[src/lfs_pkg.sv]
// Package for the LED driver fault supervisor: timing counts, structs, states.
// Assumes a single 200 MHz core clock; comparator inputs arrive as raw levels.
package lfs_pkg;

	localparam int CLK_MHZ = 200;
	localparam int OTP_BLANK_US = 250;
	localparam int SD_CONFIRM_NS = 30000;
	localparam int SHORT_MS = 90;
	localparam int BO_BLANK_MS = 25;
	localparam int RECOVERY_MS = 4000;
	localparam int PEAK2_CYCLES = 4;

	// Least times rounded up, all exact at 200 MHz
	localparam int OTP_BLANK_CYC = OTP_BLANK_US * CLK_MHZ;
	localparam int SD_CONFIRM_CYC = (SD_CONFIRM_NS * CLK_MHZ + 999) / 1000;
	localparam int SHORT_CYC = SHORT_MS * 1000 * CLK_MHZ;
	localparam int BO_BLANK_CYC = BO_BLANK_MS * 1000 * CLK_MHZ;
	localparam int RECOVERY_CYC = RECOVERY_MS * 1000 * CLK_MHZ;

	localparam int TMR_W = 30;
	localparam int REF_W = 8;
	localparam logic [REF_W-1:0] REF_FULL = 8'hff;
	localparam logic [REF_W-1:0] REF_HALF = 8'h80;
	localparam logic [REF_W-1:0] REF_ZERO = 8'h00;
	localparam logic [2:0] PEAK2_LAST = 3'h4;

	// Digitised comparator results
	typedef struct packed {
		logic over_temp;
		logic temp_shutdown;
		logic sd_overvoltage;
		logic overvoltage_trip;
		logic line_good_level;
		logic line_lost_level;
		logic peak_limit_level;
		logic peak_double_level;
		logic setpoint_reached;
		logic valley_above_short;
		logic cs_pin_fault;
		logic light_off_level;
		logic light_full_level;
		logic thermal_foldback;
		logic foldback_floor;
	} lfs_sense_t;

	typedef enum logic [2:0] {
		LFS_OFF,
		LFS_RUN,
		LFS_HALT,
		LFS_WAIT_LINE
	} lfs_state_t;

endpackage

[src/lfs_supervisor.sv]
// LED driver fault supervisor: gate control, fault halts, auto-recovery, reference.
// Assumes comparators arrive unsynchronised; vcc_ok_i low means undervoltage.
`timescale 1ns/1ps
module lfs_supervisor
	import lfs_pkg::*;
(
	input wire logic core_clk_i,
	input wire logic arst_n_i,
	input wire logic vcc_ok_i,
	input wire lfs_sense_t sense_i,
	input wire logic valley_clock_i,
	input wire logic line_change_i,
	input wire logic [REF_W-1:0] foldback_ref_i,
	input wire logic [REF_W-1:0] light_level_ref_i,
	input wire logic [3:0] valley_request_i,
	output logic gate_o,
	output logic comp_ground_o,
	output logic fault_halt_o,
	output logic running_o,
	output logic [REF_W-1:0] active_current_reference_o,
	output logic [3:0] valley_lock_o
);

	// ----------------------------------------
	// Input synchronisers
	// ----------------------------------------
	localparam int SW = $bits(lfs_sense_t) + 3;
	logic [SW-1:0] sync1;
	logic [SW-1:0] sync2;
	always_ff @(posedge core_clk_i or negedge arst_n_i) begin
		if (!arst_n_i) begin
			sync1 <= '0;
			sync2 <= '0;
		end else begin
			sync1 <= {sense_i, vcc_ok_i, valley_clock_i, line_change_i};
			sync2 <= sync1;
		end
	end
	lfs_sense_t s;
	logic vcc_ok;
	logic vclk;
	logic line_chg;
	assign {s, vcc_ok, vclk, line_chg} = sync2;

	// ----------------------------------------
	// State and counters
	// ----------------------------------------
	lfs_state_t state, next_state;
	logic [TMR_W-1:0] blank_cnt, next_blank_cnt;
	logic [TMR_W-1:0] sd_cnt, next_sd_cnt;
	logic [TMR_W-1:0] short_cnt, next_short_cnt;
	logic [TMR_W-1:0] bo_cnt, next_bo_cnt;
	logic [TMR_W-1:0] rec_cnt, next_rec_cnt;
	logic [2:0] peak2_cnt, next_peak2_cnt;
	logic peak2_seen, next_peak2_seen;
	logic gate, next_gate;
	logic comp_gnd, next_comp_gnd;
	logic [REF_W-1:0] ref_q, next_ref_q;
	logic [3:0] valley, next_valley;
	logic vclk_d;
	logic fault_now;
	logic sd_fault;
	logic otp_blanked;
	logic gate_kill;

	always_comb begin
		otp_blanked = (blank_cnt < TMR_W'(OTP_BLANK_CYC));
		sd_fault = s.sd_overvoltage || (s.over_temp && !otp_blanked);
		gate_kill = s.peak_limit_level || s.setpoint_reached
			|| s.light_off_level;
		fault_now = (sd_cnt >= TMR_W'(SD_CONFIRM_CYC))
			|| (peak2_cnt >= PEAK2_LAST)
			|| (short_cnt >= TMR_W'(SHORT_CYC))
			|| s.overvoltage_trip
			|| s.temp_shutdown
			|| s.cs_pin_fault;
	end

	always_comb begin
		next_state = state;
		next_blank_cnt = blank_cnt;
		next_sd_cnt = '0;
		next_short_cnt = '0;
		next_bo_cnt = '0;
		next_rec_cnt = '0;
		next_peak2_cnt = peak2_cnt;
		next_peak2_seen = peak2_seen;
		next_gate = 1'b0;
		next_comp_gnd = comp_gnd;
		case (state)
			LFS_OFF: begin
				next_blank_cnt = '0;
				if (vcc_ok) begin
					next_state = LFS_WAIT_LINE;
				end
			end
			LFS_WAIT_LINE: begin
				if (!otp_blanked) begin
					next_blank_cnt = blank_cnt;
				end else begin
					next_blank_cnt = blank_cnt + TMR_W'(1);
				end
				if (s.line_good_level) begin
					next_state = LFS_RUN;
					next_comp_gnd = 1'b0;
					next_peak2_cnt = '0;
				end
			end
			LFS_RUN: begin
				if (otp_blanked) begin
					next_blank_cnt = blank_cnt + TMR_W'(1);
				end
				next_sd_cnt = sd_fault ? sd_cnt + TMR_W'(1) : '0;
				next_short_cnt = s.valley_above_short ? '0 : short_cnt + TMR_W'(1);
				next_bo_cnt = s.line_lost_level ? bo_cnt + TMR_W'(1) : '0;
				// Count a double-peak cycle at each on-time end; a clean cycle restarts it
				if (s.peak_double_level) begin
					next_peak2_seen = 1'b1;
				end
				if (gate && gate_kill) begin
					next_peak2_cnt = (peak2_seen || s.peak_double_level) ? peak2_cnt + 3'h1 : '0;
					next_peak2_seen = 1'b0;
				end
				next_gate = gate ? !gate_kill : (vclk && !vclk_d && !gate_kill);
				if (fault_now) begin
					next_state = LFS_HALT;
					next_gate = 1'b0;
					next_comp_gnd = 1'b1;
				end else if (bo_cnt >= TMR_W'(BO_BLANK_CYC)) begin
					next_state = LFS_WAIT_LINE;
					next_gate = 1'b0;
				end
			end
			LFS_HALT: begin
				// New faults ignored until the timer ends
				next_rec_cnt = rec_cnt + TMR_W'(1);
				if (rec_cnt >= TMR_W'(RECOVERY_CYC - 1)) begin
					next_state = LFS_WAIT_LINE;
					next_blank_cnt = '0;
					next_peak2_cnt = '0;
					next_peak2_seen = 1'b0;
				end
			end
			default: begin
				next_state = LFS_OFF;
			end
		endcase
		// Undervoltage resets without grounding the averaging node
		if (!vcc_ok) begin
			next_state = LFS_OFF;
			next_gate = 1'b0;
		end
	end

	// ----------------------------------------
	// Reference and valley lock
	// ----------------------------------------
	always_comb begin
		next_ref_q = REF_FULL;
		if (s.light_off_level) begin
			next_ref_q = REF_ZERO;
		end else if (!s.light_full_level) begin
			next_ref_q = light_level_ref_i;
		end
		if (s.thermal_foldback) begin
			// Floor keeps foldback from going under half
			if (s.foldback_floor || foldback_ref_i < REF_HALF) begin
				next_ref_q = (next_ref_q < REF_HALF) ? next_ref_q : REF_HALF;
			end else if (foldback_ref_i < next_ref_q) begin
				next_ref_q = foldback_ref_i;
			end
		end
		// Lock avoids valley hopping, hence audible noise
		next_valley = valley;
		if (line_chg || ref_q != next_ref_q || state != LFS_RUN) begin
			next_valley = valley_request_i;
		end
	end

	always_ff @(posedge core_clk_i or negedge arst_n_i) begin
		if (!arst_n_i) begin
			state <= LFS_OFF;
			blank_cnt <= '0;
			sd_cnt <= '0;
			short_cnt <= '0;
			bo_cnt <= '0;
			rec_cnt <= '0;
			peak2_cnt <= '0;
			peak2_seen <= 1'b0;
			gate <= 1'b0;
			comp_gnd <= 1'b1;
			ref_q <= REF_ZERO;
			valley <= 4'h1;
			vclk_d <= 1'b0;
			fault_halt_o <= 1'b0;
			running_o <= 1'b0;
		end else begin
			state <= next_state;
			blank_cnt <= next_blank_cnt;
			sd_cnt <= next_sd_cnt;
			short_cnt <= next_short_cnt;
			bo_cnt <= next_bo_cnt;
			rec_cnt <= next_rec_cnt;
			peak2_cnt <= next_peak2_cnt;
			peak2_seen <= next_peak2_seen;
			gate <= next_gate;
			comp_gnd <= next_comp_gnd;
			ref_q <= next_ref_q;
			valley <= next_valley;
			vclk_d <= vclk;
			fault_halt_o <= (next_state == LFS_HALT);
			running_o <= (next_state == LFS_RUN);
		end
	end

	// Gate output is the flop; next_gate already holds the kill term
	assign gate_o = gate;
	assign comp_ground_o = comp_gnd;
	assign active_current_reference_o = ref_q;
	assign valley_lock_o = valley;

endmodule

[config.mk]
export PLATFORM = sky130hd
export DESIGN_NAME = lfs_supervisor
export DESIGN_NICKNAME = d
export VERILOG_FILES = /design/src/lfs_pkg.sv /design/src/lfs_supervisor.sv
export SDC_FILE = /design/constraint.sdc
export NUM_CORES = 1
export LEC_CHECK = 0
export BUFFER_PORTS_ARGS = -buffer_cell sky130_fd_sc_hd__buf_2
export CORE_UTILIZATION = 50
export CTS_BUF_LIST = sky130_fd_sc_hd__clkbuf_4 sky130_fd_sc_hd__clkbuf_8
export CTS_CLUSTER_SIZE = 8
export DETAILED_ROUTE_END_ITERATION = 7
export MAX_ROUTING_LAYER = met4
export PLACE_DENSITY = 0.78
export SLEW_MARGIN = 20
export SYNTH_ARGS = -nofsm -noshare
export SYNTH_HDL_FRONTEND = slang
export SYNTH_SLANG_ARGS = --single-unit
[constraint.sdc]
create_clock -name core_clk_i -period 2.7 [get_ports core_clk_i]
set_input_delay 0.405 -clock core_clk_i [delete_from_list [all_inputs] [get_ports core_clk_i]]
set_output_delay 0.405 -clock core_clk_i [all_outputs]
set_load 0.05 [all_outputs]
Word level (Yosys, flattened, before mapping)

Index checks and enable logic that the tools add are counted.

Add/sub/neg operators: 6
Order comparisons: 9
Equality and inequality tests: 13
Muxes and demuxes: 39
Reduce and logical (&&, ||, !) cells: 29

Operators by type and width:

| kind                                                                           | number |
|---|---|
| 30-bit 2-to-1 mux                                                              | 9 |
| 30-bit by 1-bit adder with 30-bit output, second input constant                | 5 |
| 30-bit case mux with 3 select lines                                            | 1 |
| 8-bit 2-to-1 mux                                                               | 6 |
| 30-bit by 13-bit >= comparator with 1-bit output, second input constant        | 1 |
| 30-bit by 23-bit >= comparator with 1-bit output, second input constant        | 1 |
| 30-bit by 25-bit >= comparator with 1-bit output, second input constant        | 1 |
| 30-bit >= comparator, second input constant                                    | 1 |
| 30-bit by 16-bit less-than comparator with 1-bit output, second input constant | 1 |
| 3-bit 2-to-1 mux                                                               | 9 |
| 8-bit less-than comparator, second input constant                              | 2 |
| 1-bit logical OR                                                               | 12 |
| 3-bit case mux with 4 select lines                                             | 1 |
| 1-bit 2-to-1 mux                                                               | 10 |
| 3-bit by 2-bit == test with 1-bit output, second input constant                | 3 |
| 3-bit case mux with 3 select lines                                             | 1 |
| 3-bit AND reduction                                                            | 3 |
| 8-bit less-than comparator                                                     | 1 |
| 2-bit != test, second input constant                                           | 4 |
| 8-bit != test                                                                  | 1 |
| 3-bit by 1-bit == test with 1-bit output, second input constant                | 2 |
| 3-bit nonzero test                                                             | 2 |
| 1-bit logical AND                                                              | 4 |
| 1-bit case mux with 2 select lines                                             | 2 |
| 10 further kinds                                                               | 13 |

Register bits: 210
Input port bits: 40
Logic and storage cells: 113

Depth between registers and ports, before layout

Gate-level depths: netlist (run 1).

Depth after elaboration: 10
Depth in mapped cells: 13
Depth with buffers taken out: 11

Worst setup path before layout (run 1)

OpenSTA, ideal clock, no wires.

Kind: register -> register
Start point: register sync2[5]
End point: register valley[1], in the netlist valley_lock_o[1]
Setup time: 0.125 ns
Arrival time: 2.717 ns
Required time: 2.575 ns
Setup slack: -0.142 ns
Cell stages (with the launch flop): 13
Path buffers: 2
Clock period less this slack: 2.842 ns
Path through: dfrtp_1 > clkbuf_2 > o21ai_0 > ha_1 > a21o_1 > nand2_1 > nand3_1 > or2_2 > buf_6 > a221oi_1 > a2111oi_0 > nand4_1 > mux2_2

Cells in the longest elaborated chain, start to end: 9

Ends and longest elaborated chain:

| item                                          | RTL line                                     | RTL |
|---|---|---|
| from (decl)                                   | lfs_supervisor.sv:29                         | `logic [SW-1:0] sync2;` |
| from (signal assigned)                        | lfs_supervisor.sv:36                         | `sync2 <= sync1;` |
| 8-bit 2-to-1 mux (*)                          | lfs_supervisor.sv:162                        | `end else if (!s.light_full_level) begin` |
| 8-bit 2-to-1 mux (*)                          | lfs_supervisor.sv:160                        | `if (s.light_off_level) begin` |
| 8-bit less-than comparator (on tied branches) | lfs_supervisor.sv:169, lfs_supervisor.sv:168 |  |
| 8-bit 2-to-1 mux (on tied branches)           | lfs_supervisor.sv:169, lfs_supervisor.sv:168 |  |
| 8-bit 2-to-1 mux                              | lfs_supervisor.sv:167                        | `if (s.foldback_floor \|\| foldback_ref_i < REF_HALF) begin` |
| 8-bit 2-to-1 mux (*)                          | lfs_supervisor.sv:165                        | `if (s.thermal_foldback) begin` |
| 8-bit != test (*)                             | lfs_supervisor.sv:175                        | `if (line_chg \|\| ref_q != next_ref_q \|\| state != LFS_RUN) begin` |
| 1-bit logical OR (*) (2 in series)            | lfs_supervisor.sv:175                        |  |
| to (signal assigned)                          | lfs_supervisor.sv:209                        | `valley <= next_valley;` |
| to (decl)                                     | lfs_supervisor.sv:59                         | `logic [3:0] valley, next_valley;` |

Every way passes the cells marked *; elsewhere a longest branch is shown, timed or not.
A chain may end at the register's enable or synchronous reset.

Worst setup path in the final report (run 1)

Start point: register sync2[5]
End point: register valley[2], in the netlist valley_lock_o[2]

Cells in the longest elaborated chain, start to end: 9

Ends and longest elaborated chain:

| item                                          | RTL line                                     | RTL |
|---|---|---|
| 8-bit 2-to-1 mux (*)                          | lfs_supervisor.sv:162                        |  |
| 8-bit 2-to-1 mux (*)                          | lfs_supervisor.sv:160                        |  |
| 8-bit less-than comparator (on tied branches) | lfs_supervisor.sv:169, lfs_supervisor.sv:168 |  |
| 8-bit 2-to-1 mux (on tied branches)           | lfs_supervisor.sv:169, lfs_supervisor.sv:168 |  |
| 8-bit 2-to-1 mux                              | lfs_supervisor.sv:167                        |  |
| 8-bit 2-to-1 mux (*)                          | lfs_supervisor.sv:165                        |  |
| named net next_ref_q[5]                       | lfs_supervisor.sv:58                         | `logic [REF_W-1:0] ref_q, next_ref_q;` |
| 8-bit != test (*)                             | lfs_supervisor.sv:175                        |  |
| 1-bit logical OR (*) (2 in series)            | lfs_supervisor.sv:175                        |  |

The timed path passes the listed nets; every way through them passes the cells marked *.

==> results.json, run 1 <==
{
  "remaining_drc_errors": 0,
  "path_clk_slew_ns": 0.06,
  "area_growth_pct": 21.9,
  "start_kind": "register",
  "synth_edf_count": 0,
  "path_class": "register to register",
  "syn_inst": 946,
  "ant_nets": 0,
  "cts_max_level": 2,
  "period_share_pct": 105,
  "fmax_mhz": 354,
  "synth.distinct_cells": 62,
  "post-route-min-period_ns": 2.83,
  "clkPwrFrac_pct": 45.8,
  "grt_use_total_pct": 21.7,
  "port_buffers": 55,
  "endpoint_kind": "register",
  "drt_iter0_markers": 400,
  "syn_nets": 1002,
  "cts_buffer_depth": 3,
  "grt_max_degree": 74,
  "drive_above_1_share_pct": 19.6,
  "clkLatencyLatePin_ns": 0.53,
  "setup_slack_ns": -0.127,
  "fin_skew_ns": 0.0208,
  "grt_first_pass_wirelength_microns": 33900,
  "min_path_type": "input port to register",
  "multi_input_comb_area_sq_mm": 0.00434,
  "async_reset_ff_share_pct": 100,
  "dr.pass1.iters": 5,
  "preCtsSetupSlack_ns": -0.289,
  "place_hpwl_microns": 12900,
  "final_common_cell": "dfrtp_1",
  "regArea_sq_mm": 0.00526,
  "n_fill_cell": 1520,
  "layout_common_cells": "207 x dfrtp_1, 148 x nor2_1, 80 x xor2_1, 74 x nand2_1",
  "ys_seq_area_share_pct": 54.9,
  "wl_microns": 20000,
  "drv_slew": 0,
  "rsz0062_at_grt": "true",
  "max-slew-margin-rel_pct": 51.4,
  "pwr-share-seq_pct": 47.8,
  "hold_viol": 0,
  "cap_violations": 0,
  "boundaryPins": 56,
  "cts_tree": "done",
  "wire_per_inst_microns": 14.8,
  "synth-main-ff-cell": "dfrtp_1",
  "die_area_sq_mm": 0.0197,
  "die_h_microns": 140,
  "combinationalPowerShare_pct": 6.4,
  "swShare_pct": 23.5,
  "cts_root_buffer": "clkbuf_8",
  "start_util_pct": 51.1,
  "critPathMaxFanout": 8,
  "final.setup.tns_ns": -0.428,
  "num_rows": 50,
  "power_density_mw_per_mm2": 583,
  "tightestPinTransition_ns": 0.727,
  "irDropWorstVdd_mv": 0.350,
  "antennaDiodeCount": 0,
  "grt_antenna_before_repair": 0,
  "p_int_mw": 5.21,
  "syn_area_sq_mm": 0.00958,
  "power.switching_mw": 1.60,
  "coreArea_sq_mm": 0.0188,
  "nets": 1141,
  "required_ns": 3.10,
  "ys_warn_count": 0,
  "numCtsBuffers": 37,
  "setup_violations": 4,
  "grt_overflow": 0,
  "grt_pass1_vias": 7264,
  "vias_per_cell": 5.42,
  "vias": 7292,
  "run_status": "complete, but fails checks",
  "fp.dieW_microns": 140,
  "ys_ff_latch": 210,
  "violations": "setup timing",
  "clock_sinks": 210,
  "avgSynthCellArea_sq_um": 10.1,
  "leakage_nw": 5.08,
  "place_congestion": 0.967,
  "worstPathArrival_ns": 3.22
}
==> metal layers <==
metal  global-route usage (%)  share of wire [%]
met5                        -                  0
met4                     8.50                2.9
met3                     3.83                3.8
met2                     33.7                 48
met1                     28.3                 46
==> final timing paths <==
path                                     start                                 endpoint  slack, ns  cells past startpoint
setup / recovery            sync2[5]$_DFF_PN0_             valley_lock_o[2]$_DFFE_PN0P_      -0.13                     10
max in group asynchronous             arst_n_i                comp_ground_o$_DFFE_PN1P_       1.50                      3
hold reg to reg             sync1[5]$_DFF_PN0_                       sync2[5]$_DFF_PN0_       0.34                      0
min in group asynchronous             arst_n_i  active_current_reference_o[4]$_DFF_PN0_       0.45                      2
setup reg to reg            sync2[5]$_DFF_PN0_             valley_lock_o[2]$_DFFE_PN0P_      -0.13                     10
hold / removal             valley_request_i[3]             valley_lock_o[3]$_DFFE_PN0P_       0.12                      2
==> layout make-up <==
class	instances	share of cell area, %
timing repair buffer	122	7.50
multi-input combinational	685	37.1
clock inverter	7	0.536
tap	234	2.51
clock buffer	59	6.36
inverter	29	0.953
sequential	210	45.0
==> critical path, stage by stage, from the launching register on <==
cell and delay (ns):
dfrtp_2 0.49, o21ai_2 0.24, ha_4 0.24, a21oi_2 0.17
a31oi_4 0.14, or2_2 0.39, a22oi_2 0.27, a22oi_1 0.16
nand4_1 0.12, buf_4 0.14, mux2_2 0.33
==> cells by family after synthesis <==
logic type | after synthesis | share of synthesized area (%)
muxes | 6 | 0.692
DFF | 210 | 54.9
and+or+nand+nor | 444 | 23.0
other | 1 | 0.0391
buffers and inverters | 52 | 2.13
adders and majority gates | 16 | 2.09
AOI/OAI and AO/OA | 107 | 7.18
xor gates and xnor gates | 110 | 10.1
==> power groups by stage <==
stage	Clock, mW	Sequential [mW]	Combinational, mW
3_3_place_gp	0	3.30	0.372
5_1_grt	3.34	3.26	0.480
2_1_floorplan	0	3.35	0.142
6_report	3.12	3.26	0.437
3_5_place_dp	0	3.31	0.376
4_1_cts	3.19	3.25	0.414
==> cell usage after synthesis, drive strengths merged, types with 5 or more instances <==
| master | count | area [sq um] |
|---|---|---|
| a21oi | 23 | 115 |
| a22oi | 10 | 75.1 |
| and2 | 6 | 37.5 |
| and3 | 28 | 176 |
| and4 | 6 | 52.6 |
| clkbuf | 21 | 80.1 |
| dfrtp | 208 | 5200 |
| ha | 16 | 200 |
| inv | 29 | 109 |
| mux2 | 5 | 56.3 |
| nand2 | 75 | 282 |
| nand3 | 55 | 275 |
| nand4 | 32 | 200 |
| nand4b | 7 | 61.3 |
| nor2 | 150 | 563 |
| nor2b | 17 | 106 |
| nor3 | 13 | 65.1 |
| nor4 | 18 | 119 |
| o21a | 6 | 45.0 |
| o21ai | 36 | 184 |
| or3 | 17 | 113 |
| xnor2 | 30 | 263 |
| xor2 | 80 | 701 |
==> through the flow <==
step                      util (%)  total power, mW  instance area (sq um)  hold WS, ns  instances
after floorplan                  -             3.49                   9600        0.109        946
after global placement        55.8             3.68                  10500        0.332       1259
after detailed placement      55.8             3.68                  10500        0.335       1259
after CTS                     61.5             6.86                  11500        0.102       1345
after global routing          62.2             7.08                  11700       0.0994       1346
final                         62.2             6.81                  11700        0.121       1346
==> flip-flops by register name, indices dropped and copies added (netlist names) <==
signal and count:
comp_ground_o 1, fault_halt_o 1, valley_lock_o 4, sd_cnt 30
active_current_reference_o 8, peak2_cnt 3, peak2_seen 1, short_cnt 30
state 3, gate_o 1, sync2 18, running_o 1
sync1 18, rec_cnt 30, blank_cnt 30, bo_cnt 30
vclk_d 1
==> what timing repair did <==
| item | in CTS | in global routing |
|---|---|---|
| pin swaps | 6 | 16 |
| setup buffers | 0 | 1 |
| endpoints found under the setup margin | 17 | 22 |
| cloned | 1 | 0 |
| resized for setup | 19 | 25 |
| endpoints found under the hold margin | 88 | 0 |
| hold buffers | 19 | 0 |
Power figures use the tool's default switching activity.
==> run 2: changes to the inputs <==
- BUFFER_PORTS_ARGS: -buffer_cell sky130_fd_sc_hd__buf_2 -> -buffer_cell sky130_fd_sc_hd__buf_4
- CTS_BUF_LIST: sky130_fd_sc_hd__clkbuf_4 sky130_fd_sc_hd__clkbuf_8 -> default
==> results.json, run 2 (synthesis results as in run 1) <==
{
  "endpoint_kind": "register",
  "holdWs_ns": 0.118,
  "max-slew-margin-rel_pct": 60.5,
  "fp.dieW_microns": 140,
  "start_util_pct": 51.1,
  "grt_overflow": 0,
  "cts_tree": "done",
  "period_share_pct": 109,
  "numCtsBuffers": 30,
  "grt_antenna_before_repair": 0,
  "hold_viol": 0,
  "path_class": "register to register",
  "tightestPinTransition_ns": 0.588,
  "rsz0062_at_grt": "true",
  "dpl_cell_area_sq_mm": 0.0106,
  "num_rows": 50,
  "power_density_mw_per_mm2": 610,
  "area_growth_pct": 23.6,
  "post-route-min-period_ns": 2.94,
  "vias_per_cell": 5.57,
  "required_ns": 3.11,
  "fin_skew_ns": 0.0235,
  "start_kind": "register",
  "grt_max_degree": 73,
  "critPathMaxFanout": 8,
  "dr.pass1.iters": 7,
  "post-route-cell-area_sq_mm": 0.0118,
  "run_status": "complete, but fails checks",
  "grt_use_total_pct": 22.3,
  "grt_pass1_vias": 7455,
  "remaining_drc_errors": 0,
  "path_clk_slew_ns": 0.05,
  "wire_per_inst_microns": 15.3,
  "antennaDiodeCount": 0,
  "cts_max_level": 1,
  "layout_common_cells": "207 x dfrtp_1, 148 x nor2_1, 99 x buf_4, 80 x xor2_1, 74 x nand2_1",
  "port_buffers": 55,
  "cap_violations": 0,
  "wl_microns": 20400,
  "place_congestion": 0.979,
  "die_h_microns": 140,
  "clock_sinks": 210,
  "place_hpwl_microns": 13000,
  "ant_nets": 0,
  "grt_first_pass_wirelength_microns": 35000,
  "final_common_cell": "dfrtp_1",
  "coreArea_sq_mm": 0.0188,
  "cts_buffer_depth": 3,
  "drt_iter0_markers": 538,
  "irDropWorstVdd_mv": 0.548,
  "drive_above_1_share_pct": 16.3,
  "leakage_nw": 5.10,
  "nets": 1134,
  "cts_root_buffer": "clkbuf_16",
  "die_area_sq_mm": 0.0197,
  "vias": 7447,
  "violations": "setup timing",
  "worstPathArrival_ns": 3.35,
  "drv_slew": 0,
  "min_path_type": "input port to register",
  "setup_slack_ns": -0.239,
  "boundaryPins": 56,
  "preCtsSetupSlack_ns": -0.362,
  "fmax_mhz": 340,
  "clkLatencyLatePin_ns": 0.55,
  "setup_violations": 4
}
[run 2: cell count changes in the layout (fill, tap and decap cells not counted), moves of 2 or more]
cell,change
buf_2,-54
a211oi_2,+2
mux2_2,+2
clkbuf_16,+30
clkinv_2,-5
clkbuf_1,+24
clkbuf_8,-48
buf_4,+55
clkbuf_4,-11
mux2_4,-2
[run 2: final cells by class]
type,count,area (sq um)
Clock buffer,54,841
Clock inverter,2,46.3
Fill cell,1439,6920
Inverter,29,111
Multi-Input combinational cell,684,4290
Sequential cell,210,5260
Tap cell,234,293
Timing Repair Buffer,123,1010
[run 2: repair_timing]
action | CTS | global route
setup endpoints to repair | 4 | 13
hold endpoints to repair | 85 | 0
hold buffers | 19 | 0
pin swaps | 4 | 17
buffers inserted | 4 | 2
resized for setup | 13 | 24
[run 2: worst paths after layout]
check / to / depth (start not counted) / slack [ns] / from
setup / recovery: valley_lock_o[2]$_DFFE_PN0P_ / 11 / -0.24 / sync2[5]$_DFF_PN0_
max in group asynchronous: bo_cnt[6]$_DFF_PN0_ / 3 / 1.50 / arst_n_i
hold reg to reg: sync2[0]$_DFF_PN0_ / 0 / 0.34 / sync1[0]$_DFF_PN0_
setup reg to reg: valley_lock_o[2]$_DFFE_PN0P_ / 11 / -0.24 / sync2[5]$_DFF_PN0_
hold / removal: valley_lock_o[1]$_DFFE_PN0P_ / 2 / 0.12 / valley_request_i[1]
min in group asynchronous: active_current_reference_o[2]$_DFF_PN0_ / 2 / 0.43 / arst_n_i
[run 2: metrics by stage]
stage / setup TNS [ns] / std cells / utilization [%] / power, mW
5_1_grt: -1.15 / 1336 / 63.1 / 7.50
3_5_place_dp: -1.41 / 1255 / 56.3 / 3.71
6_report: -0.920 / 1336 / 63.1 / 7.23
4_1_cts: -0.164 / 1334 / 62.4 / 7.26
2_1_floorplan: -0.0469 / 946 / - / 3.49
3_3_place_gp: -0.825 / 1255 / 56.3 / 3.70
[run 2: routing by layer]
| layer | track usage [%] | part of all wire (%) | up-vias |
|---|---|---|---|
| met5 | - | 0 | - |
| met4 | 7.87 | 2.6 | 0 |
| met3 | 3.35 | 4.1 | 51 |
| met2 | 36.3 | 49 | 206 |
| met1 | 28.4 | 44 | 3640 |
| li1 | - | - | 3550 |
[run 2: worst max-delay path, stage by stage (launching register included)]
cell and delay [ns]:
dfrtp_2 0.50, o21ai_1 0.34, ha_1 0.33, nand4_1 0.11, nand3_2 0.14, or2_4 0.32
buf_6 0.13, a22oi_2 0.23, a22oi_1 0.14, nand4_1 0.11, buf_4 0.13, mux2_2 0.32
[run 2: power by group]
part           switching, mW  total [mW]  internal [mW]
Combinational          0.279       0.474          0.195
Sequential            0.0506        3.26           3.21
Clock                   1.32        3.49           2.17
==> run 3: changes to the inputs <==
- CELL_PAD_IN_SITES_DETAIL_PLACEMENT: default -> 1
- CELL_PAD_IN_SITES_GLOBAL_PLACEMENT: default -> 1
- CORE_UTILIZATION: 50 -> 41
- PLACE_DENSITY: 0.78 -> 0.8
- SLEW_MARGIN: 20 -> 40
==> results.json, run 3 (synthesis results as in run 1) <==
{
  "run_status": "complete, but fails checks",
  "violations": "setup timing",
  "endpoint_kind": "register",
  "grt_overflow": 0,
  "grt_antenna_before_repair": 0,
  "period_share_pct": 105,
  "power_density_mw_per_mm2": 602,
  "critPathTopFamily": "compound AO/OA/AOI/OAI gates",
  "grt_first_pass_wirelength_microns": 40800,
  "remaining_drc_errors": 0,
  "antennaDiodeCount": 0,
  "n_fill_cell": 2467,
  "timing.critical_path.cells": "o21ai_4 > ha_4 > a21o_1 > nand2_1 > nand3_2 > o21ai_4 > buf_4 > a221oi_2 > a2111oi_2 > nand4_1 > buf_4 > mux2_2",
  "fin_skew_ns": 0.0118,
  "preCtsSetupSlack_ns": -0.445,
  "post-route-cell-area_sq_mm": 0.0120,
  "start_kind": "register",
  "hold_viol": 0,
  "die_h_microns": 155,
  "path_class": "register to register",
  "setup_slack_ns": -0.133,
  "area_growth_pct": 25.5,
  "leakage_nw": 5.12,
  "regArea_sq_mm": 0.00526,
  "layout_common_cells": "207 x dfrtp_1, 147 x nor2_1, 99 x buf_4, 80 x xor2_1, 74 x nand2_1",
  "post-route-min-period_ns": 2.83,
  "drv_slew": 0,
  "grt_max_degree": 72,
  "vias": 7452,
  "place_hpwl_microns": 15700,
  "final_common_cell": "dfrtp_1",
  "rsz0062_at_grt": "true",
  "num_rows": 55,
  "fmax_mhz": 353,
  "fp.dieW_microns": 155,
  "place_congestion": 0.880,
  "setup_violations": 4,
  "cts_root_buffer": "clkbuf_16",
  "cpPeakStageDelay_ns": 0.50,
  "critPathMaxFanout": 8,
  "grt_pass1_vias": 8110,
  "multi_input_comb_area_sq_mm": 0.00437,
  "final_util_pct": 52.8,
  "grt_use_total_pct": 21.5,
  "cts_tree": "done",
  "ant_nets": 0,
  "start_util_pct": 42.1,
  "cts_buffer_depth": 3,
  "required_ns": 3.11,
  "cap_violations": 0,
  "drive_above_1_share_pct": 17.2,
  "worstPathArrival_ns": 3.24,
  "clkLatencyLatePin_ns": 0.53,
  "boundaryPins": 56,
  "cts_max_level": 1,
  "path_clk_slew_ns": 0.06,
  "numCtsBuffers": 30,
  "coreArea_sq_mm": 0.0228,
  "die_area_sq_mm": 0.0240,
  "dr.pass1.iters": 4,
  "wire_per_inst_microns": 17.1,
  "timing.critical_path.buf_inv": 2,
  "crit_slowest_cell": "dfrtp_2",
  "wl_microns": 24200,
  "drt_iter0_markers": 270,
  "min_path_type": "input port to register",
  "irDropWorstVdd_mv": 0.470,
  "nets": 1135,
  "port_buffers": 55,
  "dpl_cell_area_sq_mm": 0.0107,
  "clock_sinks": 210,
  "holdWs_ns": 0.117,
  "vias_per_cell": 5.26
}
[run 3: cell count changes in the layout (fill, tap and decap cells not counted), sizes merged]
cell | previous run | this run
bufinv | 1 | 0
buf | 103 | 104
or2 | 4 | 5
[run 3: final cells by class]
class | count | area share, %
inverters | 29 | 0.926
clock buffers | 55 | 7.20
multi-input cells | 685 | 36.3
clock inverters | 1 | 0.0728
repair buffers | 123 | 8.55
well taps | 313 | 3.26
flip-flops and latches | 210 | 43.7
[run 3: worst paths after layout]
path,start,endpoint,slack [ns],cells after the start
min,valley_request_i[3],valley_lock_o[3]$_DFFE_PN0P_,0.12,2
min reg2reg,sync1[3]$_DFF_PN0_,sync2[3]$_DFF_PN0_,0.35,0
max reg2reg,sync2[5]$_DFF_PN0_,valley_lock_o[1]$_DFFE_PN0P_,-0.13,12
max,sync2[5]$_DFF_PN0_,valley_lock_o[1]$_DFFE_PN0P_,-0.13,12
min in group asynchronous,arst_n_i,active_current_reference_o[6]$_DFF_PN0_,0.38,2
max in group asynchronous,arst_n_i,valley_lock_o[0]$_DFFE_PN1P_,1.48,3
[run 3: repair_timing]
action / CTS / global route
hold buffers: 19 / 0
endpoints found under the setup margin: 4 / 21
endpoints found under the hold margin: 73 / 0
buffers inserted: 1 / 3
gates resized for setup: 30 / 18
cloned: 1 / 0
pin swaps: 8 / 9
[run 3: through the flow]
step           setup TNS, ns  power [mW]  instances
6_report              -0.452        7.24       1416
4_1_cts               -0.357        7.31       1413
3_3_place_gp           -1.16        3.73       1337
3_5_place_dp           -1.69        3.74       1337
5_1_grt                -1.01        7.51       1416
2_1_floorplan        -0.0469        3.49        946
[run 3: power by group]
group / switching (mW) / internal [mW] / leakage (nW)
Sequential: 0.0524 / 3.21 / 2.81
Combinational: 0.293 / 0.203 / 1.89
Clock: 1.36 / 2.13 / 0.414
Total: 1.70 / 5.54 / 5.12
[run 3: metal layers]
layer	wire length (microns)	global-route usage, %
met1	10600	27.0
met2	12200	37.0
met3	825	3.01
met4	493	5.19
met5	0	-
